File: config.mk
export PLATFORM = sky130hd
export DESIGN_NAME = nfc_host
export DESIGN_NICKNAME = d
export VERILOG_FILES = /design/src/verilog/nfc_pkg.sv /design/src/verilog/nfc_fifo.sv /design/src/verilog/nfc_host.sv
export VERILOG_INCLUDE_DIRS = /design/src /design/src/verilog
export SDC_FILE = /design/constraint.sdc
export NUM_CORES = 1
export LEC_CHECK = 0
export BUFFER_PORTS_ARGS = -buffer_cell sky130_fd_sc_hd__buf_4
export CORE_MARGIN = 1.5
export CORE_UTILIZATION = 50
export CTS_CLUSTER_SIZE = 10
export DETAILED_ROUTE_END_ITERATION = 8
export PLACE_DENSITY = 0.69
export SLEW_MARGIN = 20
export SYNTH_ARGS = -nofsm -noshare
export SYNTH_HDL_FRONTEND = slang
export SYNTH_SLANG_ARGS = --single-unit
File: constraint.sdc
create_clock -name mclk -period 4.1 [get_ports mclk]
set_input_delay 0.82 -clock mclk [delete_from_list [all_inputs] [get_ports mclk]]
set_output_delay 0.82 -clock mclk [all_outputs]
set_load 0.03 [all_outputs]
File: src/verilog/nfc_regs.svh
`ifndef NFC_REGS_SVH
`define NFC_REGS_SVH
// ==========================================================
// command bytes
`define NFC_CMD_READ1 8'h00
`define NFC_CMD_READ2 8'h30
`define NFC_CMD_PROG1 8'h80
`define NFC_CMD_PROGM1 8'h81
`define NFC_CMD_PROG2 8'h10
`define NFC_CMD_PROGMID 8'h11
`define NFC_CMD_ERASE1 8'h60
`define NFC_CMD_ERASE2 8'hd0
`define NFC_CMD_STATUS 8'h70
`define NFC_CMD_STATUSM 8'h71
`define NFC_CMD_ECC 8'h7a
`define NFC_CMD_RESET 8'hff
// ==========================================================
// field positions and counts
`define NFC_BLK_LSB 6
`define NFC_PART_MAX 3'h4
`define NFC_ECC_BYTES 13'h008
`define NFC_ADDR_FULL 3'h5
`define NFC_ADDR_ROW 3'h3
// ==========================================================
// times in ns, clock period and derived cycle counts
`define NFC_CLK_NS 100
`define NFC_T_WB_NS 100
`define NFC_T_RST_IDLE_NS 5000
`define NFC_T_RST_PROG_NS 10000
`define NFC_T_RST_ERASE_NS 500000
`define NFC_T_PROG_MAX_NS 700000
`define NFC_T_DCBSY_MAX_NS 1000
`define NFC_T_RD_MAX_NS 220000
`define NFC_T_MRD_MAX_NS 420000
`define NFC_T_ERASE_MAX_NS 5000000
`define NFC_WB_CYC ((`NFC_T_WB_NS + `NFC_CLK_NS - 1) / `NFC_CLK_NS)
`define NFC_RST_IDLE_CYC (`NFC_T_RST_IDLE_NS / `NFC_CLK_NS)
`define NFC_RST_PROG_CYC (`NFC_T_RST_PROG_NS / `NFC_CLK_NS)
`define NFC_RST_ERASE_CYC (`NFC_T_RST_ERASE_NS / `NFC_CLK_NS)
`define NFC_PROG_MAX_CYC (`NFC_T_PROG_MAX_NS / `NFC_CLK_NS)
`define NFC_DCBSY_MAX_CYC (`NFC_T_DCBSY_MAX_NS / `NFC_CLK_NS)
`define NFC_RD_MAX_CYC (`NFC_T_RD_MAX_NS / `NFC_CLK_NS)
`define NFC_MRD_MAX_CYC (`NFC_T_MRD_MAX_NS / `NFC_CLK_NS)
`define NFC_ERASE_MAX_CYC (`NFC_T_ERASE_MAX_NS / `NFC_CLK_NS)
`endif
File: src/verilog/nfc_pkg.sv
package nfc_pkg;
  // ==========================================================
  // operations the user may request
  typedef enum logic [3:0] {
    NFC_OP_RESET = 4'h0,
    NFC_OP_READ = 4'h1,
    NFC_OP_READ_M = 4'h2,
    NFC_OP_PROG = 4'h3,
    NFC_OP_PROG_FIRST = 4'h4,
    NFC_OP_PROG_LAST = 4'h5,
    NFC_OP_ERASE = 4'h6,
    NFC_OP_STATUS = 4'h7,
    NFC_OP_STATUS_M = 4'h8,
    NFC_OP_ECC = 4'h9
  } nfc_op_t;
  typedef struct packed {
    nfc_op_t op;
    logic [12:0] col;
    logic [17:0] row;
    logic [12:0] len;
  } nfc_req_t;
  typedef struct packed {
    logic refused;
    logic timeout;
    logic [7:0] last_byte;
  } nfc_resp_t;
  // ==========================================================
  // flash pins driven by the controller
  typedef struct packed {
    logic ce_n;
    logic cle;
    logic ale;
    logic we_n;
    logic output_strobe_n;
    logic wp_n;
    logic io_oe;
    logic [7:0] io_out;
  } nfc_pins_t;
  typedef enum logic [8:0] {
    NFC_S_IDLE = 9'h001,
    NFC_S_CMD1 = 9'h002,
    NFC_S_ADDR = 9'h004,
    NFC_S_WDATA = 9'h008,
    NFC_S_CMD2 = 9'h010,
    NFC_S_WB = 9'h020,
    NFC_S_BUSY = 9'h040,
    NFC_S_RDATA = 9'h080,
    NFC_S_DONE = 9'h100
  } nfc_state_t;
endpackage : nfc_pkg

File: src/verilog/nfc_fifo.sv
`timescale 1ns/1ps
module nfc_fifo #(
  parameter int WIDTH = 8,
  parameter int DEPTH = 8
) (
  input wire logic mclk,
  input wire logic resetn,
  input wire logic [WIDTH-1:0] in_data,
  input wire logic in_valid,
  output logic in_ready,
  output logic [WIDTH-1:0] out_data,
  output logic out_valid,
  input wire logic out_ready
);
  localparam int AW = $clog2(DEPTH);
  logic [WIDTH-1:0] mem [DEPTH];
  logic [AW-1:0] wr_ptr_reg;
  logic [AW-1:0] rd_ptr_reg;
  logic [AW:0] cnt_reg;
  logic [AW:0] cnt_next;
  logic full_reg;
  logic empty_reg;
  wire push = in_valid && !full_reg;
  wire pop = out_ready && !empty_reg;
  // ==========================================================
  // occupancy; flags registered so ready and valid are flops
  assign cnt_next = cnt_reg + (AW+1)'(push) - (AW+1)'(pop);
  assign in_ready = !full_reg;
  assign out_valid = !empty_reg;
  assign out_data = mem[rd_ptr_reg];
  always_ff @(posedge mclk or negedge resetn)
  begin
    if (!resetn)
    begin
      wr_ptr_reg <= '0;
      rd_ptr_reg <= '0;
      cnt_reg <= '0;
      full_reg <= 1'b0;
      empty_reg <= 1'b1;
    end
    else
    begin
      wr_ptr_reg <= push ? AW'((wr_ptr_reg + 1) % DEPTH) : wr_ptr_reg;
      rd_ptr_reg <= pop ? AW'((rd_ptr_reg + 1) % DEPTH) : rd_ptr_reg;
      cnt_reg <= cnt_next;
      full_reg <= (cnt_next == (AW+1)'(DEPTH));
      empty_reg <= (cnt_next == '0);
    end
  end
  // storage needs no reset, only the pointers, count and flags do
  always_ff @(posedge mclk)
  begin
    if (push)
      mem[wr_ptr_reg] <= in_data;
  end
endmodule : nfc_fifo

File: src/verilog/nfc_host.sv
`timescale 1ns/1ps
`include "nfc_regs.svh"
module nfc_host
  import nfc_pkg::*;
#(
  parameter logic [15:0] PROG_MAX_CYC = 16'(`NFC_PROG_MAX_CYC),
  parameter logic [15:0] MRD_MAX_CYC = 16'(`NFC_MRD_MAX_CYC),
  parameter logic [15:0] RST_ERASE_CYC = 16'(`NFC_RST_ERASE_CYC),
  parameter logic [15:0] ERASE_MAX_CYC = 16'(`NFC_ERASE_MAX_CYC)
) (
  input wire logic mclk,
  input wire logic resetn,
  input wire nfc_req_t req,
  input wire logic req_valid,
  output logic req_ready,
  input wire logic [7:0] wr_data,
  input wire logic wr_valid,
  output logic wr_ready,
  output logic [7:0] rd_data,
  output logic rd_valid,
  input wire logic rd_ready,
  output nfc_resp_t resp,
  output logic resp_valid,
  output nfc_pins_t pins,
  input wire logic [7:0] io_in,
  input wire logic ready_busy_n
);
  localparam nfc_pins_t PINS_RST = '{ce_n: 1'b1, we_n: 1'b1, output_strobe_n: 1'b1,
    default: '0};
  localparam logic [15:0] WB_WAIT = 16'(`NFC_WB_CYC + 2);
  nfc_state_t state_reg, state_next;
  nfc_pins_t pins_reg, pins_next;
  nfc_req_t req_reg, req_next;
  nfc_resp_t resp_reg;
  logic [1:0] ph_reg, ph_next;
  logic [2:0] aidx_reg, aidx_next;
  logic [12:0] cnt_reg, cnt_next;
  logic [15:0] tmr_reg, tmr_next;
  logic tout_reg, tout_next, refd_reg, refd_next;
  logic [7:0] lastb_reg, lastb_next;
  logic req_ready_reg, wr_ready_reg, resp_valid_reg;
  logic rb_meta_reg, rb_sync_reg;
  logic [7:0] io_meta_reg, io_sync_reg;
  logic [17:0] pp_page_reg;
  logic [2:0] pp_cnt_reg;
  logic ecc_ok_reg;
  logic [1:0] hung_reg;
  logic take, push, fifo_in_ready;
  // ==========================================================
  // operation decode from the captured request
  wire nfc_op_t op = req_reg.op;
  wire is_rd = (op == NFC_OP_READ) || (op == NFC_OP_READ_M);
  wire is_pg = (op == NFC_OP_PROG) || (op == NFC_OP_PROG_FIRST) || (op == NFC_OP_PROG_LAST);
  wire is_er = (op == NFC_OP_ERASE);
  wire is_st = (op == NFC_OP_STATUS) || (op == NFC_OP_STATUS_M);
  wire [7:0] cmd1 = is_rd ? `NFC_CMD_READ1 : (op == NFC_OP_PROG_LAST) ? `NFC_CMD_PROGM1 :
    is_pg ? `NFC_CMD_PROG1 : is_er ? `NFC_CMD_ERASE1 : (op == NFC_OP_STATUS) ?
    `NFC_CMD_STATUS : (op == NFC_OP_STATUS_M) ? `NFC_CMD_STATUSM :
    (op == NFC_OP_ECC) ? `NFC_CMD_ECC : `NFC_CMD_RESET;
  wire [7:0] cmd2 = is_rd ? `NFC_CMD_READ2 : (op == NFC_OP_PROG_FIRST) ? `NFC_CMD_PROGMID :
    is_er ? `NFC_CMD_ERASE2 : `NFC_CMD_PROG2;
  wire [2:0] naddr = (is_rd || is_pg) ? `NFC_ADDR_FULL : is_er ? `NFC_ADDR_ROW : 3'h0;
  wire busy_op = is_rd || is_pg || is_er || (op == NFC_OP_RESET);
  wire [12:0] rd_n = is_rd ? req_reg.len : is_st ? 13'h001 :
    (op == NFC_OP_ECC) ? `NFC_ECC_BYTES : 13'h000;
  wire [12:0] wr_n = is_pg ? req_reg.len : 13'h000;
  // reset and status go out even while busy
  wire need_ready = busy_op && (op != NFC_OP_RESET);
  // reset limit follows what was left running
  wire [15:0] rst_lim = (hung_reg == 2'h2) ? RST_ERASE_CYC :
    (hung_reg == 2'h1) ? 16'(`NFC_RST_PROG_CYC) : 16'(`NFC_RST_IDLE_CYC);
  wire [15:0] limit = (op == NFC_OP_RESET) ? rst_lim :
    (op == NFC_OP_READ) ? 16'(`NFC_RD_MAX_CYC) : (op == NFC_OP_READ_M) ? MRD_MAX_CYC :
    (op == NFC_OP_PROG_FIRST) ? 16'(`NFC_DCBSY_MAX_CYC) : is_er ? ERASE_MAX_CYC : PROG_MAX_CYC;
  // address bytes; erase sends only the three row bytes
  wire [7:0] abyte [5];
  assign abyte[0] = req_reg.col[7:0];
  assign abyte[1] = {3'h0, req_reg.col[12:8]};
  assign abyte[2] = req_reg.row[7:0];
  assign abyte[3] = req_reg.row[15:8];
  assign abyte[4] = {6'h00, req_reg.row[17:16]};
  wire [2:0] asel = aidx_reg + (is_er ? 3'h2 : 3'h0);
  // ==========================================================
  // refusal of an incoming request
  wire in_pg = (req.op == NFC_OP_PROG) || (req.op == NFC_OP_PROG_FIRST) ||
    (req.op == NFC_OP_PROG_LAST);
  // one tracked page, at most four partial programs
  wire pp_full = in_pg && (req.row == pp_page_reg) && (pp_cnt_reg == `NFC_PART_MAX);
  // ecc status only straight after a bare array fetch
  wire ecc_bad = (req.op == NFC_OP_ECC) && !ecc_ok_reg;
  wire refuse = pp_full || ecc_bad;
  // ==========================================================
  // sequencer next state
  always_comb
  begin
    state_next = state_reg;
    pins_next = pins_reg;
    pins_next.wp_n = 1'b1;
    req_next = req_reg;
    ph_next = ph_reg;
    aidx_next = aidx_reg;
    cnt_next = cnt_reg;
    tmr_next = tmr_reg;
    tout_next = tout_reg;
    refd_next = refd_reg;
    lastb_next = lastb_reg;
    take = 1'b0;
    push = 1'b0;
    case (state_reg)
      NFC_S_IDLE:
      begin
        if (req_valid && req_ready_reg)
        begin
          take = 1'b1;
          req_next = req;
          tout_next = 1'b0;
          refd_next = refuse;
          {ph_next, aidx_next, cnt_next, tmr_next} = '0;
          state_next = refuse ? NFC_S_DONE : NFC_S_CMD1;
        end
      end
      NFC_S_CMD1:
      begin
        if (ph_reg == 2'h0)
        begin
          // hold off until the device is ready
          if (rb_sync_reg || !need_ready)
          begin
            pins_next.ce_n = 1'b0;
            pins_next.cle = 1'b1;
            pins_next.io_out = cmd1;
            pins_next.io_oe = 1'b1;
            pins_next.we_n = 1'b0;
            ph_next = 2'h1;
          end
        end
        else
        begin
          pins_next.we_n = 1'b1;
          ph_next = 2'h0;
          state_next = (naddr != 3'h0) ? NFC_S_ADDR : busy_op ? NFC_S_WB : NFC_S_RDATA;
        end
      end
      NFC_S_ADDR:
      begin
        if (ph_reg == 2'h0)
        begin
          pins_next.cle = 1'b0;
          pins_next.ale = 1'b1;
          pins_next.io_out = abyte[asel];
          pins_next.we_n = 1'b0;
          ph_next = 2'h1;
        end
        else
        begin
          pins_next.we_n = 1'b1;
          ph_next = 2'h0;
          aidx_next = aidx_reg + 3'h1;
          if (aidx_reg == naddr - 3'h1)
            state_next = (wr_n != 13'h000) ? NFC_S_WDATA : NFC_S_CMD2;
        end
      end
      NFC_S_WDATA:
      begin
        pins_next.ale = 1'b0;
        if (ph_reg == 2'h0)
        begin
          if (wr_valid && wr_ready_reg)
          begin
            pins_next.io_out = wr_data;
            pins_next.we_n = 1'b0;
            ph_next = 2'h1;
          end
        end
        else
        begin
          pins_next.we_n = 1'b1;
          ph_next = 2'h0;
          cnt_next = cnt_reg + 13'h001;
          if (cnt_reg == wr_n - 13'h001)
            state_next = NFC_S_CMD2;
        end
      end
      NFC_S_CMD2:
      begin
        if (ph_reg == 2'h0)
        begin
          pins_next.ale = 1'b0;
          pins_next.cle = 1'b1;
          pins_next.io_out = cmd2;
          pins_next.we_n = 1'b0;
          ph_next = 2'h1;
        end
        else
        begin
          pins_next.we_n = 1'b1;
          ph_next = 2'h0;
          state_next = NFC_S_WB;
        end
      end
      NFC_S_WB:
      begin
        // busy may lag the we rise; also covers the pin synchroniser
        pins_next.cle = 1'b0;
        pins_next.ale = 1'b0;
        pins_next.io_oe = 1'b0;
        tmr_next = tmr_reg + 16'h0001;
        if (tmr_reg == WB_WAIT)
        begin
          tmr_next = 16'h0000;
          state_next = NFC_S_BUSY;
        end
      end
      NFC_S_BUSY:
      begin
        // wait for ready, give up at the maximum
        if (rb_sync_reg)
          state_next = (rd_n != 13'h000) ? NFC_S_RDATA : NFC_S_DONE;
        else if (tmr_reg == limit)
        begin
          tout_next = 1'b1;
          state_next = NFC_S_DONE;
        end
        else
          tmr_next = tmr_reg + 16'h0001;
      end
      NFC_S_RDATA:
      begin
        // bus released no later than the cycle of the first output strobe fall
        pins_next.cle = 1'b0;
        pins_next.ale = 1'b0;
        pins_next.io_oe = 1'b0;
        case (ph_reg)
          // one strobe per byte; stall while the fifo is full
          2'h0: if (fifo_in_ready)
          begin
            pins_next.output_strobe_n = 1'b0;
            ph_next = 2'h1;
          end
          2'h3:
          begin
            push = 1'b1;
            lastb_next = io_sync_reg;
            pins_next.output_strobe_n = 1'b1;
            ph_next = 2'h0;
            cnt_next = cnt_reg + 13'h001;
            if (cnt_reg == rd_n - 13'h001)
              state_next = NFC_S_DONE;
          end
          default: ph_next = ph_reg + 2'h1;
        endcase
      end
      NFC_S_DONE:
      begin
        // raising ce ends any extended data drive
        pins_next = PINS_RST;
        pins_next.wp_n = 1'b1;
        state_next = NFC_S_IDLE;
      end
      default: state_next = NFC_S_IDLE;
    endcase
  end
  // ==========================================================
  // state registers
  always_ff @(posedge mclk or negedge resetn)
  begin
    if (!resetn)
    begin
      state_reg <= NFC_S_IDLE;
      pins_reg <= PINS_RST;
      req_reg <= '0;
      {ph_reg, aidx_reg, cnt_reg, tmr_reg} <= '0;
      {tout_reg, refd_reg, lastb_reg} <= '0;
    end
    else
    begin
      state_reg <= state_next;
      pins_reg <= pins_next;
      req_reg <= req_next;
      {ph_reg, aidx_reg, cnt_reg, tmr_reg} <= {ph_next, aidx_next, cnt_next, tmr_next};
      {tout_reg, refd_reg, lastb_reg} <= {tout_next, refd_next, lastb_next};
    end
  end
  // handshakes and answer, all from flops
  always_ff @(posedge mclk or negedge resetn)
  begin
    if (!resetn)
    begin
      {req_ready_reg, wr_ready_reg, resp_valid_reg} <= '0;
      resp_reg <= '0;
    end
    else
    begin
      req_ready_reg <= (state_next == NFC_S_IDLE) && !take;
      wr_ready_reg <= (state_next == NFC_S_WDATA) && (ph_next == 2'h0);
      resp_valid_reg <= (state_reg == NFC_S_DONE);
      if (state_reg == NFC_S_DONE)
        resp_reg <= '{refused: refd_reg, timeout: tout_reg, last_byte: lastb_reg};
    end
  end
  // pin synchronisers
  always_ff @(posedge mclk or negedge resetn)
  begin
    if (!resetn)
      {rb_meta_reg, rb_sync_reg, io_meta_reg, io_sync_reg} <= '0;
    else
      {rb_meta_reg, rb_sync_reg, io_meta_reg, io_sync_reg} <=
        {ready_busy_n, rb_meta_reg, io_in, io_meta_reg};
  end
  // ==========================================================
  // bookkeeping: page program count, ecc window, hung op kind
  wire done_ok = (state_reg == NFC_S_DONE) && !refd_reg && !tout_reg;
  wire blk_hit = (req.row[17:`NFC_BLK_LSB] == pp_page_reg[17:`NFC_BLK_LSB]);
  wire [2:0] pp_cnt_next = (req.row == pp_page_reg) ? pp_cnt_reg + 3'h1 : 3'h1;
  always_ff @(posedge mclk or negedge resetn)
  begin
    if (!resetn)
    begin
      {pp_page_reg, pp_cnt_reg, ecc_ok_reg, hung_reg} <= '0;
    end
    else
    begin
      // count partial programs of the tracked page
      if (take && !refuse && in_pg)
        {pp_page_reg, pp_cnt_reg} <= {req.row, pp_cnt_next};
      else if (take && (req.op == NFC_OP_ERASE) && blk_hit)
        pp_cnt_reg <= 3'h0;
      // window opens after a fetch without data out
      if (take)
        ecc_ok_reg <= 1'b0;
      else if (done_ok && is_rd && (rd_n == 13'h000))
        ecc_ok_reg <= 1'b1;
      // remember a timed out operation for the reset limit
      if ((state_reg == NFC_S_DONE) && tout_reg)
        hung_reg <= is_er ? 2'h2 : is_pg ? 2'h1 : 2'h0;
      else if (done_ok && busy_op)
        hung_reg <= 2'h0;
    end
  end
  // ==========================================================
  // read data buffer; a full fifo stalls the output strobe
  nfc_fifo #(
    .WIDTH(8),
    .DEPTH(8)
  ) u_rd_fifo (
    .mclk(mclk),
    .resetn(resetn),
    .in_data(io_sync_reg),
    .in_valid(push),
    .in_ready(fifo_in_ready),
    .out_data(rd_data),
    .out_valid(rd_valid),
    .out_ready(rd_ready)
  );
  assign req_ready = req_ready_reg;
  assign wr_ready = wr_ready_reg;
  assign resp = resp_reg;
  assign resp_valid = resp_valid_reg;
  assign pins = pins_reg;
endmodule : nfc_host

# Word-level counts from Yosys, hierarchy flattened
# Memory sizes are Yosys's and may differ from the RTL's.
# Index checks and enable logic that the tools add are counted.
[totals] regBits=183 mem_bits_rw=64 in_bits=70 output_inout_bits=37 mem_count=1
[memory_table] name="u_rd_fifo.mem" depth=8 width=8 read_ports=1 rd_ports_with_merged_regs=0 write_ports=1 line="nfc_fifo.sv:16" rtl="logic [WIDTH-1:0] mem [DEPTH];"
[op_classes] addsub=13 magnitude_cmp=1 eq_ne=54 mux=109 bitwise_logic=1 n_reduce_logical=78
[ops] cell="$mux W16" count=9
[ops] cell="$mux W8" count=18
[ops] cell="$mux W9" count=16
[ops] cell="$mux W13" count=6
[ops] cell="$pmux W9 S8" count=1
[ops] cell="$pmux W16 S3" count=1
[ops] cell="$pmux W8 S5" count=1
[ops] cell="$pmux W13 S3" count=1
[ops] cell="$mux W2" count=15
[ops] cell="$eq A4 B3 Y1 const B" count=7
[ops] cell="$eq A13 B13 Y1" count=2
[ops] cell="$reduce_bool A13 Y1" count=2
[ops] cell="$sub A13 B1 Y13 const B" count=2
[ops] cell="$bmux W8 S3" count=1
[ops] cell="$ne A2 B2 Y1 const B" count=12
[ops] cell="$logic_and A1 B1 Y1" count=20
[ops] cell="$mux W1" count=19
[ops] cell="$eq A18 B18 Y1" count=1
[ops] cell="$eq A9 B1 Y1 const B" count=2
[ops] cell="$eq A9 B4 Y1 const B" count=2
[ops] cell="$mux W3" count=6
[ops] cell="$reduce_and A3 Y1" count=6
[ops] cell="$add A16 B1 Y16 const B" count=1
[ops] cell="$eq A16 B16 Y1" count=1
[ops] cell="other kinds (53)" count=104

# Longest topological paths before layout
# Gate-level depths: netlist of run 1.
[depth] word_depth=14 mapped_depth=16 ltp_nobuf=14

# Modules after synthesis
# A second synthesis of run 1 with hierarchy kept.
[unflattened] cells_unflattened=1336 area_unflattened_um2=13200.2
[modules_own_cells] module="nfc_host" instances=1 cells_each=1184 area_per_inst_um2=10095.9 seq_area_each_um2=4284.1
[modules_own_cells] module="nfc_fifo" instances=1 cells_each=152 area_per_inst_um2=3104.2 seq_area_each_um2=2223.4

# Worst setup path before layout of run 1
# Ideal clock, no wire load.
[synth_path] path_kind="flip-flop to flip-flop" startpoint="register req_reg, in the netlist op[3]" endpoint="register state_reg[3]" setup_ns=0.120 arrival_time_ns=3.456 t_required_ns=3.980 path_slack_ns=0.524 path_stages_with_launch=16 synth_period_minus_slack_ns=3.576 cell_sequence="dfrtp_1 buf_6 nor3b_1 or2_1 buf_4 nand2_1 ha_1 clkbuf_1 xnor2_1 mux2i_1 or4_1 a31oi_1 nand4_1 a2111oi_0 o211ai_1 and3_1"
[synth_via] elab_chain_cells=10 elab_cells_between_ends=47 classes_between="add/sub (3); eq/ne (13); mux (23); reduce/logical (8)"
[synth_rtl] element="start, declared" line="nfc_host.sv:33" rtl="nfc_req_t req_reg, req_next;"
[synth_rtl] element="start signal, assigned" line="nfc_host.sv:279" rtl="req_reg <= req_next;"
[synth_rtl] element="parallel branches: the longest is 9 deep, another holds $sub A13 B1 Y13"
[synth_rtl] element="$pmux W9 S8 (*)" line="nfc_host.sv:109" rtl="case (state_reg)"
[synth_rtl] element="via state_next[3]" line="nfc_host.sv:31" rtl="nfc_state_t state_reg, state_next;"
[synth_rtl] element="end signal, assigned" line="nfc_host.sv:277" rtl="state_reg <= state_next;"
[synth_rtl] element="end, declared" line="nfc_host.sv:31"
# Mark *: on every way through the listed nets, which the timed path passes.
# A chain may end at the register's enable or synchronous reset.

# Worst setup path after layout of run 1
[layout_path] startpoint="register req_reg, in the netlist op[0]" endpoint="register state_reg[3]"
# Same word-level chain as after synthesis.

==> flow_summary.ini, run 1 <==
[status]
outcome = completed

[worst_setup_path]
cp_data_arrival_time_ns = 4.13
path_max_fanout = 15
crit_type = reg2reg
start_kind = flip-flop
setup.worst_path.end_class = flip-flop
cp.required_ns = 4.56

[yosys]
avgSynthCellArea_um2 = 10.9
synth-seq-cells = 247
yosys.cell_types.count = 85
syn-num-nets = 1273
netlist_area_um2 = 12900
synth_edf_count = 64
yosysMostFrequentCell = dfrtp_1
yosysTopAreaCellShare_pct = 34.7
synth_common_cells = 178 x dfrtp_1, 117 x nand2_1, 85 x nor2_1
yosysSeqAreaShare_pct = 50.6
yosysTopAreaCell = dfrtp_1
yosys-top-cells-area = dfrtp_1 35%, edfxtp_1 15%, mux2_2 7.3%
async_reset_ff_share_pct = 74.1
syn_inst = 1184
synth_flop_cell = dfrtp_1
yosysWarnings = 0

[timing]
finalHoldViolCount = 0
clock.fmax_mhz = 272
setup_tns_ns = 0
finalClockSkew_ns = 0.0186
fin_crit_sh_pct = 89.6
tightestPinTransition_ns = 0.870
drv_slew = 0
rsz0062_at_grt = no
setup_viol = 0
period_minus_slack_ns = 3.67
relSlewSlack_pct = 42.0

[clock_network]
htreeDepth = 1
clockBufferDepth = 3
cts_buffers = 29
cts_setup_buffers = 0
path_clk_slew_ns = 0.05
clockRootBuffer = clkbuf_16
clock_sinks = 247
cts_hold_buf = 0
clkLatencyLatePin_ns = 0.58
ctsResizeCount = 0
cts_tree = yes

[floorplanning]
die_w_um = 163
die_y_um = 163
ios = 107
start_util_pct = 51.0
coreArea_um2 = 25200
rows = 58
die-area_um2 = 26700

[global_routing]
grt_pass1_wl_um = 53100
grt_max_degree = 104
grt_pass1_vias = 9599
grt_use_total_pct = 25.5
antenna_found_initial = 0
overflow = 0

[power_and_ir_drop]
cellLeakagePower_nw = 6.19
power-per-cell-area_nw_per_um2 = 686
swShare_pct = 38.8
power_frac_comb_pct = 42.1
power.internal_mw = 6.26
pwr-share-clk_pct = 22.9
p_sw_mw = 3.97
seq_power_share_pct = 35.1
vdd_ir_drop_max_v = 0.000507

[finish]
nets = 1380
ff_latch_area_um2 = 6510
area_growth_pct = 16.1
drive_above_1_share_pct = 23.3
n_antenna_cell = 0
nFillCells = 2106
largest_reg_flops = 64
multiInputGateArea_um2 = 5910
utilization_pct = 59.3

[placed_design]
hpwlAfterDp_um = 23400
gp_congestion = 0.911
numPortBuffers = 106

[drt]
drc = 0
wl_per_cell_um = 19.8
finalWirelength_um = 32600
drtIter0Drc = 776
ant_nets = 0
drt-pass1-iter-count = 5
vias = 9625
viasPerCell = 5.86

[min_path]
min_path_type = in2async

[flow_run]
maxCapViolations = 0
final timing paths:
kind	start	endpoint	slack, ns	cells past startpoint
max	op[0]	state_reg[3]	0.43	15
min	resetn	tmr_reg[8]	0.31	1
max reg2reg	op[0]	state_reg[3]	0.43	15
min reg2reg	io_meta_reg[2]	io_sync_reg[2]	0.34	0
max in group asynchronous	resetn	u_rd_fifo.empty_reg	2.87	2
min in group mclk	io_meta_reg[2]	io_sync_reg[2]	0.34	0
logic make-up after synthesis:
group	after synthesis	share of synthesized area (%)
simple gates	407	16.0
flops	247	50.6
compound gates	225	11.6
mux	113	11.7
buf+inv	106	3.46
xor+xnor	66	4.66
fa+ha+maj	19	1.91
other cells	1	0.0292
worst max-delay path, stage by stage (launching register included):
cell and delay, ns:
dfrtp_1 0.49, buf_4 0.26, and2_1 0.25, o21ai_0 0.12, a21o_1 0.20, and2_1 0.16, ha_1 0.28, xnor2_1 0.17
a21oi_1 0.14, nand3_1 0.10, a22oi_1 0.19, o2111ai_1 0.12, or4b_1 0.55, o21ai_1 0.23, o211ai_1 0.13, and3_1 0.18
area by class of cell:
class	count	share of cell area, %
clock buffers	50	5.46
clock inverters	3	0.201
inverters	38	0.956
multi-input cells	831	39.6
flip-flops and latches	247	43.6
well taps	330	2.77
repair buffers	144	7.37
power by group through the flow:
stage / sequential (mW) / combinational (mW) / clock (mW)
6_report: 3.59 / 4.30 / 2.34
5_1_grt: 3.67 / 4.73 / 2.49
4_1_cts: 3.58 / 4.29 / 2.38
3_5_place_dp: 3.62 / 4.26 / 0
3_3_place_gp: 3.60 / 4.20 / 0
2_1_floorplan: 3.46 / 3.20 / 0
metal layers:
layer	vias up	GRT usage, %	wire length [um]
li1	4519	-	-
met1	4738	35.2	14400
met2	301	40.2	15000
met3	67	5.43	2300
met4	0	7.80	859
met5	-	0	0
through the flow:
| step | instance area (um^2) | power, mW | setup slack [ns] | cells | hold WS (ns) |
|---|---|---|---|---|---|
| final | 14900 | 10.2 | 0.426 | 1643 | 0.313 |
| after global routing | 14900 | 10.9 | 0.188 | 1643 | 0.335 |
| after CTS | 14900 | 10.3 | 0.430 | 1643 | 0.337 |
| after detailed placement | 14100 | 7.89 | 0.455 | 1590 | 0.336 |
| after global placement | 14100 | 7.80 | 0.523 | 1590 | 0.332 |
| after floorplan | 12900 | 6.66 | 0.524 | 1184 | 0.331 |
cell usage in the layout (no fill, tap or decap), drive strengths merged, types with 9 or more instances in the layout:
cell    netlist  routed
mux2         83      83
inv          38      39
and3         18      18
o21ai        68      68
nor4         16      16
xor2         31      31
nand2       117     117
xnor2        34      34
nand3        40      40
buf          25     143
or3          18      18
dfrtp       178     178
a211oi       12      12
mux4         21      21
ha           18      18
nor3         30      30
nand2b       16      16
a21oi        46      46
edfxtp       64      64
mux2i         9       9
nor2         85      85
a31oi        14      14
and2         12      12
clkbuf       43      51
Power figures use the tool's default switching activity.
==> run 2, diff against run 1 <==
--- a/config.mk
+++ b/config.mk
@@ -12,6 +12,7 @@
 export CTS_CLUSTER_SIZE = 10
 export DETAILED_ROUTE_END_ITERATION = 8
 export PLACE_DENSITY = 0.69
+export RECOVER_POWER = 100
 export SLEW_MARGIN = 20
 export SYNTH_ARGS = -nofsm -noshare
 export SYNTH_HDL_FRONTEND = slang
==> run 2 against run 1 <==
The flow now finishes with violations (capacitance limit, slew limit). Global-route usage unchanged. Via count up 0.72%. Register-to-register slack worse by 0.05 ns. Maximum frequency down 1.4%. Non-clock buffer count unchanged. Final area down 1.6%. Flip-flop and latch count unchanged. Die area unchanged. Clock skew up 0.0043 ns. Wire length up 0.24%. Cell count unchanged. Critical path type unchanged. Largest power group unchanged.
==> flow_summary.ini, run 2 (same netlist as run 1, synthesis figures left out) <==
[status]
outcome = finished with violations
violations = capacitance limit, slew limit

[clock_network]
htreeDepth = 1
clockRootBuffer = clkbuf_16
cts_buffers = 29
cts_setup_buffers = 0
cts_hold_buf = 0
path_clk_slew_ns = 0.06
clock_sinks = 247
clockBufferDepth = 3
ctsResizeCount = 0
cts_tree = yes
clkLatencyLatePin_ns = 0.58

[finish]
area_growth_pct = 14.3
layout_common_cells = 178 x dfrtp_1, 117 x nand2_1, 84 x nor2_1
largest_reg_flops = 64
nets = 1380
utilization_pct = 58.3
stdcell_area_um2 = 14700
layout_commonest_cell = dfrtp_1
n_antenna_cell = 0
drive_above_1_share_pct = 19.0

[worst_setup_path]
cp_data_arrival_time_ns = 4.19
timing.critical_path.max_delay_family = simple AND/OR/NAND/NOR gates
cp.required_ns = 4.56
slowest_stage = or4b_1
crit_chain = buf_4, and2_0, o21ai_0, a21o_1, and2_1, ha_1, xnor2_1, a21oi_1, nand3_1, a22oi_1, o2111ai_1, or4b_1, o21ai_1, o211ai_1, and3_1
start_kind = flip-flop
setup.worst_path.end_class = flip-flop
crit_type = reg2reg
path_buf_inv = 1
critPathMaxStageDelay_ns = 0.55
path_max_fanout = 15

[drt]
vias = 9694
drc = 0
drt-pass1-iter-count = 5
viasPerCell = 5.90
drtIter0Drc = 729
finalWirelength_um = 32600
wl_per_cell_um = 19.9
ant_nets = 0

[power_and_ir_drop]
vdd_ir_drop_max_v = 0.000493
seq_power_share_pct = 35.5
power-per-cell-area_nw_per_um2 = 688
power_frac_comb_pct = 41.3
cellLeakagePower_nw = 5.98
power.internal_mw = 6.13
p_sw_mw = 3.97
swShare_pct = 39.3
pwr-share-clk_pct = 23.2
power.total_mw = 10.1

[global_routing]
grt_pass1_vias = 9599
antenna_found_initial = 0
overflow = 0
grt_use_total_pct = 25.5
grt_max_degree = 104
grt_pass1_wl_um = 53100

[timing]
tightestPinTransition_ns = 2.61
clock.fmax_mhz = 268
finalClockSkew_ns = 0.0229
setup_tns_ns = 0
fin_crit_sh_pct = 90.8
setup_viol = 0
drv_slew = 104
rsz0062_at_grt = no
relSlewSlack_pct = -73.9
period_minus_slack_ns = 3.72
finalHoldViolCount = 0

[floorplanning]
die_y_um = 163
die-area_um2 = 26700
start_util_pct = 51.0
ios = 107
die_w_um = 163
coreArea_um2 = 25200
rows = 58

[placed_design]
hpwlAfterDp_um = 23400
numPortBuffers = 106
gp_congestion = 0.911
dpl-instance-area_um2 = 14100

[flow_run]
maxCapViolations = 1

[min_path]
min_path_type = reg2reg
==> run 2: layer usage <==
layer / track usage, % / vias to the layer above / wire length [um]
met3: 5.43 / 69 / 2400
met2: 40.2 / 320 / 15000
met1: 35.2 / 4777 / 14300
met5: 0 / - / 0
li1: - / 4528 / -
met4: 7.80 / 0 / 882
==> run 2: area by class of cell <==
cell class / instances / area, um^2
flip-flops and latches: 247 / 6510
fillers: 2166 / 10500
well taps: 330 / 413
multi-input cells: 831 / 5900
clock inverters: 3 / 30.0
clock buffers: 50 / 815
repair buffers: 144 / 887
inverters: 38 / 143
==> run 2: power by group through the flow <==
stage                     clock, mW  sequential, mW  combinational (mW)
after floorplan                   0            3.46                3.20
after CTS                      2.38            3.58                4.29
after global placement            0            3.60                4.20
after global routing           2.49            3.66                4.59
final                          2.34            3.59                4.17
after detailed placement          0            3.62                4.26
==> run 2: through the flow <==
| step | instances | hold WS, ns | worst slack (ns) |
|---|---|---|---|
| after floorplan | 1184 | 0.331 | 0.524 |
| after global placement | 1590 | 0.332 | 0.523 |
| after detailed placement | 1590 | 0.336 | 0.455 |
| after CTS | 1643 | 0.337 | 0.430 |
| after global routing | 1643 | 0.357 | 0.110 |
| final | 1643 | 0.343 | 0.375 |
==> run 2: worst paths after layout <==
path	startpoint	slack (ns)	end	cells past startpoint
setup / recovery	op[0]	0.38	state_reg[3]	15
hold / removal	io_meta_reg[2]	0.34	io_sync_reg[2]	0
setup reg to reg	op[0]	0.38	state_reg[3]	15
hold reg to reg	io_meta_reg[2]	0.34	io_sync_reg[2]	0
max in group asynchronous	resetn	1.10	abyte[0]	2
min in group asynchronous	resetn	1.04	tmr_reg[8]	1
